$ cat src/core/updown_counter_pkg.sv
package updown_counter_pkg;

    // ------------------------------------------------------------
    // counter geometry
    // ------------------------------------------------------------
    localparam int CNT_W = 4;
    localparam logic [CNT_W-1:0] CNT_ZERO = 4'h0;
    localparam logic [CNT_W-1:0] CNT_MAX = 4'hF;
    localparam logic [CNT_W-1:0] CNT_STEP = 4'h1;

    // ------------------------------------------------------------
    // register map (byte addresses, one word each)
    // ------------------------------------------------------------
    localparam int ADDR_W = 4;
    localparam int DATA_W = 32;
    localparam int BE_W = 4;
    localparam logic [ADDR_W-1:0] REG_STATUS_OFS = 4'h0;
    localparam logic [ADDR_W-1:0] REG_IRQ_STATUS_OFS = 4'h4;
    localparam logic [ADDR_W-1:0] REG_IRQ_CLEAR_OFS = 4'h8;
    localparam logic [ADDR_W-1:0] REG_IRQ_ENABLE_OFS = 4'hC;
    localparam logic [DATA_W-1:0] RDATA_NONE = 32'h0;

    // ------------------------------------------------------------
    // interrupt layout, shared by status, clear and enable
    // ------------------------------------------------------------
    localparam int IRQ_W = 4;
    localparam int IRQ_TERM_BIT = 0;
    localparam int IRQ_WRAP_BIT = 1;
    localparam int IRQ_LOAD_BIT = 2;
    localparam int IRQ_SCLR_BIT = 3;
    localparam int IRQ_LANE = 0;
    localparam logic [IRQ_W-1:0] IRQ_NONE = 4'h0;
    localparam logic [IRQ_W-1:0] IRQ_EN_RST = 4'h0;

    // ------------------------------------------------------------
    // types
    // ------------------------------------------------------------
    typedef enum logic [2:0] {
        MODE_HOLD = 3'h0,
        MODE_UP = 3'h1,
        MODE_DOWN = 3'h3,
        MODE_LOAD = 3'h2,
        MODE_SCLR = 3'h6
    } mode_t;

    typedef enum logic [0:0] {
        BUS_IDLE = 1'h0,
        BUS_ACK = 1'h1
    } bus_state_t;

    typedef struct packed {
        logic sync_clear_n;
        logic load_n;
        logic count_enable_parallel_n;
        logic count_enable_trickle_n;
        logic count_up;
    } ctrl_t;

    typedef struct packed {
        logic read;
        logic write;
        logic [ADDR_W-1:0] address;
        logic [BE_W-1:0] byteenable;
        logic [DATA_W-1:0] writedata;
    } bus_req_t;

    typedef struct packed {
        logic [22:0] rsvd;
        logic outputs_on;
        logic clocked_carry;
        logic count_up;
        logic terminal_count;
        logic spare;
        logic [CNT_W-1:0] count;
    } status_t;

endpackage : updown_counter_pkg

$ cat src/core/updown_counter_4bit.sv
// Our own choices: the Avalon-MM slave port and the register addresses.
`timescale 1ns/10ps

// How it works
// - four-bit state, wraps 15 to 0 and back
// - all changes except master clear on rising edge
// - priority: async clear, sync clear, load, count, hold
// - async clear low zeroes state at once
// - sync clear zeroes state at next edge
// - load copies load_value at next edge
// - count only with both enables low, else hold
// - direction high counts up, low counts down
// - terminal count combinational from trickle, state, direction
// - terminal count stays until state or inputs change
// - clocked carry low in clock low phase only
// - output enable gates the count outputs only (via count_out_oe_o), never the counting
module updown_counter_4bit (
    input wire logic clk_sys_i,
    input wire logic nrst_i,
    input wire logic async_clear_n_i,
    input wire logic sync_clear_n_i,
    input wire logic load_n_i,
    input wire logic count_enable_parallel_n_i,
    input wire logic count_enable_trickle_n_i,
    input wire logic count_up_i,
    input wire logic output_enable_n_i,
    input wire logic [updown_counter_pkg::CNT_W-1:0] load_value_i,
    output logic [updown_counter_pkg::CNT_W-1:0] count_out_o,
    output logic count_out_oe_o,
    output logic terminal_count_n_o,
    output logic clocked_carry_n_o,
    input wire logic [updown_counter_pkg::ADDR_W-1:0] avs_address_i,
    input wire logic avs_read_i,
    input wire logic avs_write_i,
    input wire logic [updown_counter_pkg::BE_W-1:0] avs_byteenable_i,
    input wire logic [updown_counter_pkg::DATA_W-1:0] avs_writedata_i,
    output logic [updown_counter_pkg::DATA_W-1:0] avs_readdata_o,
    output logic avs_waitrequest_o,
    output logic irq_o
);

    // ------------------------------------------------------------
    // resets
    // ------------------------------------------------------------
    logic rst_n_w;
    logic clr_n_w;
    logic cnt_rst_n_w;

    reset_release_sync u_sys_rst (
        .clk_i(clk_sys_i),
        .arst_n_i(nrst_i),
        .rst_n_o(rst_n_w)
    );

    // clear asserts without the clock, releases on it so no edge sees a half release
    reset_release_sync u_clr_rst (
        .clk_i(clk_sys_i),
        .arst_n_i(async_clear_n_i),
        .rst_n_o(clr_n_w)
    );

    assign cnt_rst_n_w = rst_n_w & clr_n_w;

    // ------------------------------------------------------------
    // mode select
    // ------------------------------------------------------------
    updown_counter_pkg::ctrl_t ctrl_w;
    updown_counter_pkg::mode_t mode_w;
    logic [updown_counter_pkg::CNT_W-1:0] count_ff;
    logic [updown_counter_pkg::CNT_W-1:0] nxt_count;
    logic enables_low_w;
    logic term_w;
    logic carry_cond_w;

    assign ctrl_w = '{
        sync_clear_n: sync_clear_n_i,
        load_n: load_n_i,
        count_enable_parallel_n: count_enable_parallel_n_i,
        count_enable_trickle_n: count_enable_trickle_n_i,
        count_up: count_up_i
    };

    assign enables_low_w = !ctrl_w.count_enable_parallel_n && !ctrl_w.count_enable_trickle_n;

    assign mode_w = !ctrl_w.sync_clear_n ? updown_counter_pkg::MODE_SCLR :
                    !ctrl_w.load_n ? updown_counter_pkg::MODE_LOAD :
                    !enables_low_w ? updown_counter_pkg::MODE_HOLD :
                    ctrl_w.count_up ? updown_counter_pkg::MODE_UP :
                    updown_counter_pkg::MODE_DOWN;

    always_comb begin
        case (mode_w)
            updown_counter_pkg::MODE_SCLR: nxt_count = updown_counter_pkg::CNT_ZERO;
            updown_counter_pkg::MODE_LOAD: nxt_count = load_value_i;
            updown_counter_pkg::MODE_UP: nxt_count = count_ff + updown_counter_pkg::CNT_STEP;
            updown_counter_pkg::MODE_DOWN: nxt_count = count_ff - updown_counter_pkg::CNT_STEP;
            updown_counter_pkg::MODE_HOLD: nxt_count = count_ff;
            default: nxt_count = count_ff;
        endcase
    end

    // ------------------------------------------------------------
    // counter state
    // ------------------------------------------------------------
    always_ff @(posedge clk_sys_i or negedge cnt_rst_n_w) begin
        if (!cnt_rst_n_w) begin
            count_ff <= updown_counter_pkg::CNT_ZERO;
        end else begin
            count_ff <= nxt_count;
        end
    end

    // ------------------------------------------------------------
    // pins
    // ------------------------------------------------------------
    // decode is left combinational so a cascade on this clock sees it in the same cycle;
    // it may spike, which is why the clocked carry exists
    assign term_w = !ctrl_w.count_enable_trickle_n &&
                    ((ctrl_w.count_up && count_ff == updown_counter_pkg::CNT_MAX) ||
                     (!ctrl_w.count_up && count_ff == updown_counter_pkg::CNT_ZERO));
    assign terminal_count_n_o = !term_w;

    assign carry_cond_w = clr_n_w && ctrl_w.sync_clear_n && ctrl_w.load_n && enables_low_w &&
                          term_w;
    assign clocked_carry_n_o = !(carry_cond_w && !clk_sys_i);

    assign count_out_o = count_ff;
    assign count_out_oe_o = !output_enable_n_i;

    // ------------------------------------------------------------
    // events
    // ------------------------------------------------------------
    logic term_prev_ff;
    logic [updown_counter_pkg::IRQ_W-1:0] event_w;
    logic counting_w;

    assign counting_w = (mode_w == updown_counter_pkg::MODE_UP) ||
                        (mode_w == updown_counter_pkg::MODE_DOWN);
    assign event_w[updown_counter_pkg::IRQ_TERM_BIT] = clr_n_w && term_w && !term_prev_ff;
    assign event_w[updown_counter_pkg::IRQ_WRAP_BIT] = clr_n_w && counting_w && term_w;
    assign event_w[updown_counter_pkg::IRQ_LOAD_BIT] = clr_n_w &&
                                                       (mode_w == updown_counter_pkg::MODE_LOAD);
    assign event_w[updown_counter_pkg::IRQ_SCLR_BIT] = clr_n_w &&
                                                       (mode_w == updown_counter_pkg::MODE_SCLR);

    always_ff @(posedge clk_sys_i or negedge rst_n_w) begin
        if (!rst_n_w) begin
            term_prev_ff <= 1'h0;
        end else begin
            term_prev_ff <= term_w;
        end
    end

    // ------------------------------------------------------------
    // bus slave
    // ------------------------------------------------------------
    updown_counter_pkg::bus_req_t req_w;
    updown_counter_pkg::bus_state_t bus_state_ff;
    updown_counter_pkg::bus_state_t nxt_bus_state;
    updown_counter_pkg::status_t status_w;
    logic [updown_counter_pkg::DATA_W-1:0] readdata_ff;
    logic [updown_counter_pkg::DATA_W-1:0] rdata_w;
    logic wait_ff;
    logic commit_wr_w;
    logic lane_w;
    logic wr_clear_w;
    logic wr_enable_w;

    assign req_w = '{
        read: avs_read_i,
        write: avs_write_i,
        address: avs_address_i,
        byteenable: avs_byteenable_i,
        writedata: avs_writedata_i
    };

    assign nxt_bus_state = (bus_state_ff == updown_counter_pkg::BUS_IDLE) &&
                           (req_w.read || req_w.write) ?
                           updown_counter_pkg::BUS_ACK : updown_counter_pkg::BUS_IDLE;
    assign commit_wr_w = (bus_state_ff == updown_counter_pkg::BUS_ACK) && req_w.write;
    assign lane_w = req_w.byteenable[updown_counter_pkg::IRQ_LANE];
    assign wr_clear_w = commit_wr_w && lane_w &&
                        (req_w.address == updown_counter_pkg::REG_IRQ_CLEAR_OFS);
    assign wr_enable_w = commit_wr_w && lane_w &&
                         (req_w.address == updown_counter_pkg::REG_IRQ_ENABLE_OFS);

    // ------------------------------------------------------------
    // interrupt registers
    // ------------------------------------------------------------
    logic [updown_counter_pkg::IRQ_W-1:0] irq_status_ff;
    logic [updown_counter_pkg::IRQ_W-1:0] irq_en_ff;
    logic [updown_counter_pkg::IRQ_W-1:0] nxt_irq_status;
    logic [updown_counter_pkg::IRQ_W-1:0] nxt_irq_en;
    logic [updown_counter_pkg::IRQ_W-1:0] clear_mask_w;
    logic irq_ff;

    assign clear_mask_w = wr_clear_w ? req_w.writedata[updown_counter_pkg::IRQ_W-1:0] :
                          updown_counter_pkg::IRQ_NONE;
    // a new event outranks a clear landing in the same cycle
    assign nxt_irq_status = (irq_status_ff & ~clear_mask_w) | event_w;
    assign nxt_irq_en = wr_enable_w ? req_w.writedata[updown_counter_pkg::IRQ_W-1:0] : irq_en_ff;

    assign status_w = '{
        rsvd: '0,
        outputs_on: !output_enable_n_i,
        clocked_carry: carry_cond_w,
        count_up: ctrl_w.count_up,
        terminal_count: term_w,
        spare: 1'h0,
        count: count_ff
    };

    assign rdata_w = !req_w.read ? updown_counter_pkg::RDATA_NONE :
                     (req_w.address == updown_counter_pkg::REG_STATUS_OFS) ? status_w :
                     (req_w.address == updown_counter_pkg::REG_IRQ_STATUS_OFS) ?
                     {{(updown_counter_pkg::DATA_W-updown_counter_pkg::IRQ_W){1'h0}},
                      irq_status_ff} :
                     (req_w.address == updown_counter_pkg::REG_IRQ_ENABLE_OFS) ?
                     {{(updown_counter_pkg::DATA_W-updown_counter_pkg::IRQ_W){1'h0}},
                      irq_en_ff} :
                     updown_counter_pkg::RDATA_NONE;

    always_ff @(posedge clk_sys_i or negedge rst_n_w) begin
        if (!rst_n_w) begin
            bus_state_ff <= updown_counter_pkg::BUS_IDLE;
            wait_ff <= 1'h1;
            readdata_ff <= updown_counter_pkg::RDATA_NONE;
        end else begin
            bus_state_ff <= nxt_bus_state;
            wait_ff <= (nxt_bus_state != updown_counter_pkg::BUS_ACK);
            readdata_ff <= rdata_w;
        end
    end

    always_ff @(posedge clk_sys_i or negedge rst_n_w) begin
        if (!rst_n_w) begin
            irq_status_ff <= updown_counter_pkg::IRQ_NONE;
            irq_en_ff <= updown_counter_pkg::IRQ_EN_RST;
            irq_ff <= 1'h0;
        end else begin
            irq_status_ff <= nxt_irq_status;
            irq_en_ff <= nxt_irq_en;
            irq_ff <= |(nxt_irq_status & nxt_irq_en);
        end
    end

    assign avs_readdata_o = readdata_ff;
    assign avs_waitrequest_o = wait_ff;
    assign irq_o = irq_ff;
endmodule : updown_counter_4bit

$ cat src/core/reset_release_sync.sv
`timescale 1ns/10ps

// ------------------------------------------------------------
// asynchronous assert, two-stage synchronous release
// ------------------------------------------------------------
module reset_release_sync (
    input wire logic clk_i,
    input wire logic arst_n_i,
    output logic rst_n_o
);

    logic [1:0] stage_ff;

    always_ff @(posedge clk_i or negedge arst_n_i) begin
        if (!arst_n_i) begin
            stage_ff <= 2'h0;
        end else begin
            stage_ff <= {stage_ff[0], 1'h1};
        end
    end

    assign rst_n_o = stage_ff[1];

endmodule : reset_release_sync

$ cat config.mk
export PLATFORM = sky130hd
export DESIGN_NAME = updown_counter_4bit
export DESIGN_NICKNAME = d
export VERILOG_FILES = /design/src/core/updown_counter_pkg.sv /design/src/core/updown_counter_4bit.sv /design/src/core/reset_release_sync.sv
export SDC_FILE = /design/constraint.sdc
export NUM_CORES = 1
export LEC_CHECK = 0
export BUFFER_PORTS_ARGS = -buffer_cell sky130_fd_sc_hd__buf_2
export CORE_MARGIN = 2
export CORE_UTILIZATION = 37
export DETAILED_ROUTE_END_ITERATION = 12
export PLACE_DENSITY = 0.76
export SYNTH_ARGS = -nofsm -noshare
export SYNTH_HDL_FRONTEND = slang
export SYNTH_HIERARCHICAL = 1
export SYNTH_SLANG_ARGS = --single-unit
$ cat constraint.sdc
create_clock -name clk_sys_i -period 2 [get_ports clk_sys_i]
set_input_delay 0.6 -clock clk_sys_i [delete_from_list [all_inputs] [get_ports clk_sys_i]]
set_output_delay 0.6 -clock clk_sys_i [all_outputs]
set_load 0.01 [all_outputs]
==> tab_implementation.tex, run 1 <==
\begin{tabular}{lr}
\hline
Metric & Value \\
\hline
\multicolumn{2}{l}{\textbf{Route}} \\
\quad Via/cell ratio & around 4.7 \\
\quad Number of nets with antenna violations after routing & 0 \\
\quad Detailed-route wire length & 2980 um \\
\quad First-iteration detailed-routing DRC count & 44 \\
\quad Count of vias placed by the detailed router & 1176 \\
\quad Routed WL per cell & 11.8 um \\
\quad Number of optimization iterations in the first detailed-route pass & 4 \\
\quad DRC viols & 0 \\
\multicolumn{2}{l}{\textbf{Synthesis}} \\
\quad Post-synthesis cell area & 1450 um2 \\
\quad Largest cells by area after synthesis & sky130\_fd\_sc\_hd\_\_dfrtp\_1, sky130\_fd\_sc\_hd\_\_buf\_4, sky130\_fd\_sc\_hd\_\_o221a\_2, sky130\_fd\_sc\_hd\_\_nand2\_1, sky130\_fd\_sc\_hd\_\_nor2\_1 \\
\quad Synth unique cells & 37 \\
\quad Synthesis Warnings & 6 \\
\quad Leading cell type by number of instances after synthesis & sky130\_fd\_sc\_hd\_\_dfrtp\_1 \\
\quad Cell type contributing the most total cell area after synthesis & sky130\_fd\_sc\_hd\_\_dfrtp\_1 \\
\quad Proportion of register bits with asynchronous set or reset after synthesis & 100\% \\
\quad Sequential share of the synthesized area & 48.4\% \\
\quad Most numerous cell types in the synthesized netlist & sky130\_fd\_sc\_hd\_\_dfrtp\_1, sky130\_fd\_sc\_hd\_\_buf\_4, sky130\_fd\_sc\_hd\_\_nand2\_1, sky130\_fd\_sc\_hd\_\_nor2\_1, sky130\_fd\_sc\_hd\_\_a21oi\_1 \\
\quad Register bit total from synthesis & 28 \\
\quad Number of enable flip-flop cells after synthesis & 0 \\
\quad Synthesized instance count & approximately 140 \\
\quad Most used flip-flop cell after synthesis & sky130\_fd\_sc\_hd\_\_dfrtp\_1 \\
\quad Average instance area after synthesis & 10.5 um2 \\
\quad Area share of the largest cell type after synthesis & 46.6\% \\
\multicolumn{2}{l}{\textbf{Cells and area}} \\
\quad Total Nets Final & 263 \\
\quad Finished Cell Area & 1920 um2 \\
\quad Number of inserted diodes & 0 \\
\quad Synthesis-to-layout area growth & 32.4\% \\
\quad Utilization of the core after routing & 51.6\% \\
\quad Share of layout cells above drive strength 1 & 42.2\% \\
\quad Number of fill cells & 355 \\
\quad Post-Layout Cell Count & 252 \\
\multicolumn{2}{l}{\textbf{Worst setup path}} \\
\quad Worst endpoint data arrival time & 1.69 ns \\
\quad Critical Path Sink Type & output pin \\
\quad Sort of element at the start of the critical path & register \\
\quad WP data required & 1.40 ns \\
\quad Endpoint of the worst-slack reg-to-reg timing path & count\_out\_o[3] \\
\quad Beginning of the worst register-to-register path & count\_out\_o[1] \\
\quad Cell count of the worst reg-to-reg path & 7 \\
\quad Register-to-Register Setup Slack & about 0.29 ns \\
\quad Path type of the worst setup path & register to output pin \\
\quad Worst-path fanout max & 2 \\
\multicolumn{2}{l}{\textbf{Die}} \\
\quad Die outline area & 4430 um2 \\
\quad Row Count & 22 \\
\quad Height of the die & about 67 um \\
\quad Area of the core & around 3700 um2 \\
\quad Overall die width & between 60 and 70 um \\
\quad I/O pin count & 96 \\
\quad Initial core utilization & between 30\% and 40\% \\
\multicolumn{2}{l}{\textbf{Power}} \\
\quad Peak VDD IR & 0.000256 V \\
\quad Total power of the final layout & 1.38 mW \\
\quad Leakage component of the power & 0.993 nW \\
\quad Power density over the cells & roughly 700 nW/um2 \\
\multicolumn{2}{l}{\textbf{STA}} \\
\quad Highest attainable clock frequency & 437 MHz \\
\quad Final min period & 2.29 ns \\
\quad Pins over their slew limit & 0 \\
\quad Portion of the clock cycle consumed by the worst path in the final layout & 115\% \\
\quad Setup TNS after final layout & -0.414 ns \\
\quad Worst clock skew & 0.00449 ns \\
\quad RSZ-0062 raised after global routing & true \\
\quad Tightest hold margin & 0.207 ns \\
\quad Total of endpoints with negative setup slack in the final report & 3 \\
\quad Worst Slack Setup Final & -0.290 ns \\
\quad Fin. Hold Viols & 0 \\
\multicolumn{2}{l}{\textbf{Clock tree}} \\
\quad Clock tree from TritonCTS & done \\
\quad Clock-pin slew of the registers on the worst-case setup and hold paths & 0.09 ns \\
\quad Insertion delay to the later sink of the worst-skew pair & 0.38 ns \\
\multicolumn{2}{l}{\textbf{Placement}} \\
\quad Weighted congestion reported at the end of routability-driven placement & 0.832 \\
\quad Placed instance area & 1760 um2 \\
\quad Hpwl dp & between 2000 and 2500 um \\
\quad \# port buffers & 40 \\
\quad Cells after DPL & 241 \\
\quad Minimum setup slack after placement & -0.323 ns \\
\multicolumn{2}{l}{\textbf{GRT}} \\
\quad Vias in the first global route & 1171 \\
\quad Pin count of the biggest net entering global routing & 22 \\
\quad Leftover overflow at the end of global routing & 0 \\
\quad Wire length of the first global-routing pass & 4770 um \\
\quad Total track usage & 14.4\% \\
\quad Antenna violations before repair & 0 \\
\multicolumn{2}{l}{\textbf{Hold path}} \\
\quad Hold WC Path Type & register to async pin \\
\multicolumn{2}{l}{\textbf{Flow run}} \\
\quad Maximum Capacitance Violations & 0 \\
\multicolumn{2}{l}{\textbf{Run status}} \\
\quad Failing checks & negative setup slack \\
\quad Run status & finished with violations \\
\hline
\end{tabular}
[critical path, cell delays in order, from the launching register on]
cell	delay [ns]
sky130_fd_sc_hd__dfrtp_1	0.41
sky130_fd_sc_hd__nor4_2	0.30
sky130_fd_sc_hd__o2bb2ai_2	0.15
sky130_fd_sc_hd__nand3_2	0.10
sky130_fd_sc_hd__or2_1	0.21
sky130_fd_sc_hd__buf_2	0.14
[power breakdown]
group          switching, mW  total (mW)  internal [mW]
logic                  0.135       0.247          0.112
clock network          0.197       0.501          0.303
registers             0.0222       0.635          0.613
[worst max path at each step]
stage | slack (ns) | cells after the start | to | startpoint
3_3_place_gp | -0.29 | 10 | count_out_o[3] | count_enable_trickle_n_i
2_1_floorplan | -0.12 | 9 | count_out_o[3] | count_enable_parallel_n_i
4_1_cts | -0.32 | 5 | clocked_carry_n_o | count_out_o[0]
3_5_place_dp | -0.32 | 10 | count_out_o[3] | count_enable_trickle_n_i
5_1_grt | -0.37 | 5 | clocked_carry_n_o | count_out_o[1]
6_report | -0.29 | 5 | clocked_carry_n_o | count_out_o[1]
[area by class of cell]
cell class / instances / area [um2] / share of cell area, %
clock buffer: 8 / 101 / 5.28
sequential: 28 / 702 / 36.6
tap: 48 / 60.1 / 3.13
multi-input combinational: 103 / 672 / 35.0
timing repair buffer: 60 / 364 / 19.0
inverter: 5 / 18.8 / 0.978
[cells in the final DEF (no fill, tap or decap), types with 6 or more instances in the layout]
master                     count
sky130_fd_sc_hd__clkbuf_8      7
sky130_fd_sc_hd__a21oi_1       6
sky130_fd_sc_hd__nand2_1      11
sky130_fd_sc_hd__buf_2        39
sky130_fd_sc_hd__conb_1       26
sky130_fd_sc_hd__buf_4        19
sky130_fd_sc_hd__dfrtp_1      27
sky130_fd_sc_hd__nor2_1       10
[routing by layer]
metal	wire length, um	up-vias	global-route usage, %
met5	0	-	0
met4	49	0	7.91
met3	192	10	5.41
met2	1520	50	24.1
met1	1210	559	15.7
li1	-	557	-
[cell families after synthesis]
logic type | share of synthesized area (%)
xor gates and xnor gates | 1.81
buffers and inverters | 14.0
adders and majority gates | 3.11
AOI/OAI and AO/OA | 11.7
DFF | 48.4
other | 0.777
muxes | 4.49
and+or+nand+nor | 15.7
[registers in the layout, summed over array words and instances, names as in the netlist]
| name | flops |
|---|---|
| irq_en_ff | 4 |
| avs_waitrequest_o | 1 |
| u_sys_rst/stage_ff | 2 |
| irq_status_ff | 4 |
| avs_readdata_o | 8 |
| count_out_o | 4 |
| u_clr_rst/stage_ff | 2 |
| term_prev_ff | 1 |
| bus_state_ff | 1 |
| irq_o | 1 |
[repair_timing]
item,CTS,global route
setup buffers,2,2
setup endpoints to repair,3,4
hold buffers,2,0
cloned,0,0
resized for setup,3,2
pin swaps,1,2
endpoints found under the hold margin,4,0
Note: power is estimated with default switching activity, not from simulation.
==> inputs of run 2 (changes only) <==
CORE_UTILIZATION = 41   (was 37)
PLACE_DENSITY = 0.8   (was 0.76)
clock period = 2.5 ns   (was 2 ns; I/O delays follow)
==> run 2 against run 1 <==
The flow still finishes with violations (negative setup slack). Combinational power is 28% lower. Critical path depth is 1 lower. Die area is 9.2% lower. Non-clock buffer count is 9 lower. Wire length is 9.0% lower. Critical endpoint unchanged. Largest power group unchanged. Highest routed layer unchanged.
==> tab_implementation.tex, run 2 (synthesis gave the netlist of run 1 again) <==
\begin{tabular}{lr}
\hline
Metric & Value \\
\hline
\multicolumn{2}{l}{\textbf{Run status}} \\
\quad Run status & finished with violations \\
\quad Failing checks & negative setup slack \\
\multicolumn{2}{l}{\textbf{Worst setup path}} \\
\quad Path type of the worst setup path & clock port to output pin \\
\quad Critical Path Sink Type & output pin \\
\quad Worst-path fanout max & 2 (unchanged) \\
\quad Register-to-Register Setup Slack & 0.67 ns (+0.38 ns) \\
\quad Worst endpoint data arrival time & 1.83 ns (+0.14 ns) \\
\quad WP data required & 1.75 ns (+0.35 ns) \\
\quad Sort of element at the start of the critical path & clock port \\
\multicolumn{2}{l}{\textbf{Cells and area}} \\
\quad Most common cell after layout, fill and taps aside & sky130\_fd\_sc\_hd\_\_buf\_2 \\
\quad Post-Layout Cell Count & 241 (-4.4\%) \\
\quad Total Nets Final & 254 (-3.4\%) \\
\quad Commonest cells after routing, fill and taps aside & sky130\_fd\_sc\_hd\_\_buf\_2, sky130\_fd\_sc\_hd\_\_conb\_1, sky130\_fd\_sc\_hd\_\_dfrtp\_1, sky130\_fd\_sc\_hd\_\_buf\_4, sky130\_fd\_sc\_hd\_\_nand2\_1 \\
\quad Number of inserted diodes & 0 (unchanged) \\
\quad Max reg flops & 8 (unchanged) \\
\quad Utilization of the core after routing & 53.4\% (+1.8 points) \\
\quad Share of layout cells above drive strength 1 & 40.0\% (-2.2 points) \\
\quad Synthesis-to-layout area growth & 23.9\% \\
\multicolumn{2}{l}{\textbf{STA}} \\
\quad Relative slew slack & 47.7\% \\
\quad Transition at the pin with the smallest max-transition slack & 0.785 ns \\
\quad Worst clock skew & 0.00289 ns (-0.00160 ns) \\
\quad Final min period & between 2 and 3 ns \\
\quad Worst Slack Setup Final & -0.0761 ns (+0.214 ns) \\
\quad Total of endpoints with negative setup slack in the final report & 2 (-1) \\
\quad Fin. Hold Viols & 0 (unchanged) \\
\quad RSZ-0062 raised after global routing & true \\
\quad Highest attainable clock frequency & between 300 and 400 MHz \\
\quad Pins over their slew limit & 0 (unchanged) \\
\quad Portion of the clock cycle consumed by the worst path in the final layout & 103\% \\
\multicolumn{2}{l}{\textbf{GRT}} \\
\quad Total track usage & 14.4\% (-0.056 points) \\
\quad Vias in the first global route & 1100 (-6.1\%) \\
\quad Leftover overflow at the end of global routing & 0 (unchanged) \\
\quad Antenna violations before repair & 0 (unchanged) \\
\quad Pin count of the biggest net entering global routing & 22 (unchanged) \\
\quad Wire length of the first global-routing pass & 4550 um (-4.5\%) \\
\multicolumn{2}{l}{\textbf{Die}} \\
\quad Die outline area & 4030 um2 (-9.2\%) \\
\quad Height of the die & 63.4 um (-4.7\%) \\
\quad Area of the core & 3360 um2 (-9.5\%) \\
\quad Initial core utilization & 43.1\% (+4.1 points) \\
\quad Overall die width & 63.4 um (-4.7\%) \\
\quad Row Count & 21 (-4.5\%) \\
\quad I/O pin count & 96 (unchanged) \\
\multicolumn{2}{l}{\textbf{Placement}} \\
\quad Cells after DPL & 231 (-4.1\%) \\
\quad Weighted congestion reported at the end of routability-driven placement & 0.775 (-6.8\%) \\
\quad \# port buffers & 40 (unchanged) \\
\quad Hpwl dp & 2120 um (-6.9\%) \\
\multicolumn{2}{l}{\textbf{Clock tree}} \\
\quad Insertion delay to the later sink of the worst-skew pair & 0.44 ns (+0.06 ns) \\
\quad Clock tree from TritonCTS & done \\
\quad Clock-pin slew of the registers on the worst-case setup and hold paths & 0.14 ns (+0.05 ns) \\
\quad CTS Hold Bufs & 0 (-2) \\
\multicolumn{2}{l}{\textbf{Route}} \\
\quad Number of nets with antenna violations after routing & 0 (unchanged) \\
\quad First-iteration detailed-routing DRC count & 69 (+57\%) \\
\quad Detailed-route wire length & 2710 um (-9.0\%) \\
\quad Number of optimization iterations in the first detailed-route pass & 4 (unchanged) \\
\quad DRC viols & 0 (unchanged) \\
\quad Routed WL per cell & 11.2 um (-4.8\%) \\
\quad Count of vias placed by the detailed router & 1138 (-3.2\%) \\
\quad Via/cell ratio & 4.72 (+1.2\%) \\
\multicolumn{2}{l}{\textbf{Power}} \\
\quad Power density over the cells & 545 nW/um2 (-24\%) \\
\quad Peak VDD IR & 0.000191 V (-26\%) \\
\quad Leakage component of the power & 0.933 nW (-6.0\%) \\
\multicolumn{2}{l}{\textbf{Flow run}} \\
\quad Maximum Capacitance Violations & 0 (unchanged) \\
\multicolumn{2}{l}{\textbf{Hold path}} \\
\quad Hold WC Path Type & primary input to async pin \\
\hline
\end{tabular}
## run 2: what timing repair did
action	4_1_cts	5_1_grt
endpoints found under the setup margin	3	3
buffers inserted	4	0
pin swaps	2	4
gates resized for setup	3	5
## run 2: metrics by stage
| step | hold slack [ns] | total power [mW] | cell area (um2) | setup TNS (ns) | worst slack [ns] |
|---|---|---|---|---|---|
| 2_1_floorplan | 0.228 | 0.644 | 1540 | 0 | 0.0238 |
| 3_3_place_gp | 0.290 | 0.685 | 1680 | -0.0718 | -0.0610 |
| 3_5_place_dp | 0.296 | 0.689 | 1680 | -0.0824 | -0.0824 |
| 4_1_cts | 0.0591 | 0.977 | 1780 | -0.0868 | -0.0868 |
| 5_1_grt | 0.0346 | 1.03 | 1800 | -0.161 | -0.161 |
| 6_report | 0.0594 | 0.978 | 1800 | -0.0761 | -0.0761 |
## run 2: final timing paths
check / from / to / cells after the start
setup reg to reg: count_out_o[1] / count_out_o[3] / 7
hold reg to reg: u_clr_rst/stage_ff[1] / count_out_o[1] / 1
hold / removal: nrst_i / u_sys_rst/stage_ff[0] / 1
setup / recovery: clk_sys_i / clocked_carry_n_o / 4
max in group asynchronous: u_sys_rst/stage_ff[1] / count_out_o[2] / 1
min in group clk_sys_i: u_sys_rst/stage_ff[0] / u_sys_rst/stage_ff[1] / 0
## run 2: power by group
part	switching (mW)	total, mW	internal (mW)
registers	0.0264	0.517	0.491
clock network	0.141	0.283	0.142
logic	0.0959	0.178	0.0819
## run 2: critical path, cell delays in order
cell and delay (ns):
sky130_fd_sc_hd__clkbuf_4 0.11, sky130_fd_sc_hd__clkbuf_4 0.12, sky130_fd_sc_hd__or2_1 0.21, sky130_fd_sc_hd__buf_2 0.14
## run 2: area by class of cell
cell class                 count  area (um2)
tap                           46        57.6
inverter                       5        18.8
timing repair buffer          51         292
multi-input combinational    103         659
clock buffer                   8        63.8
fill                         322        1570
sequential                    28         704
## run 2: routing by layer
layer  wire [um]  global-route usage (%)  vias to the layer above
li1            -                       -                      545
met2        1370                    24.6                       48
met5           0                       0                        -
met3         171                    2.86                        6
met1        1140                    17.5                      539
met4          31                    6.25                        0
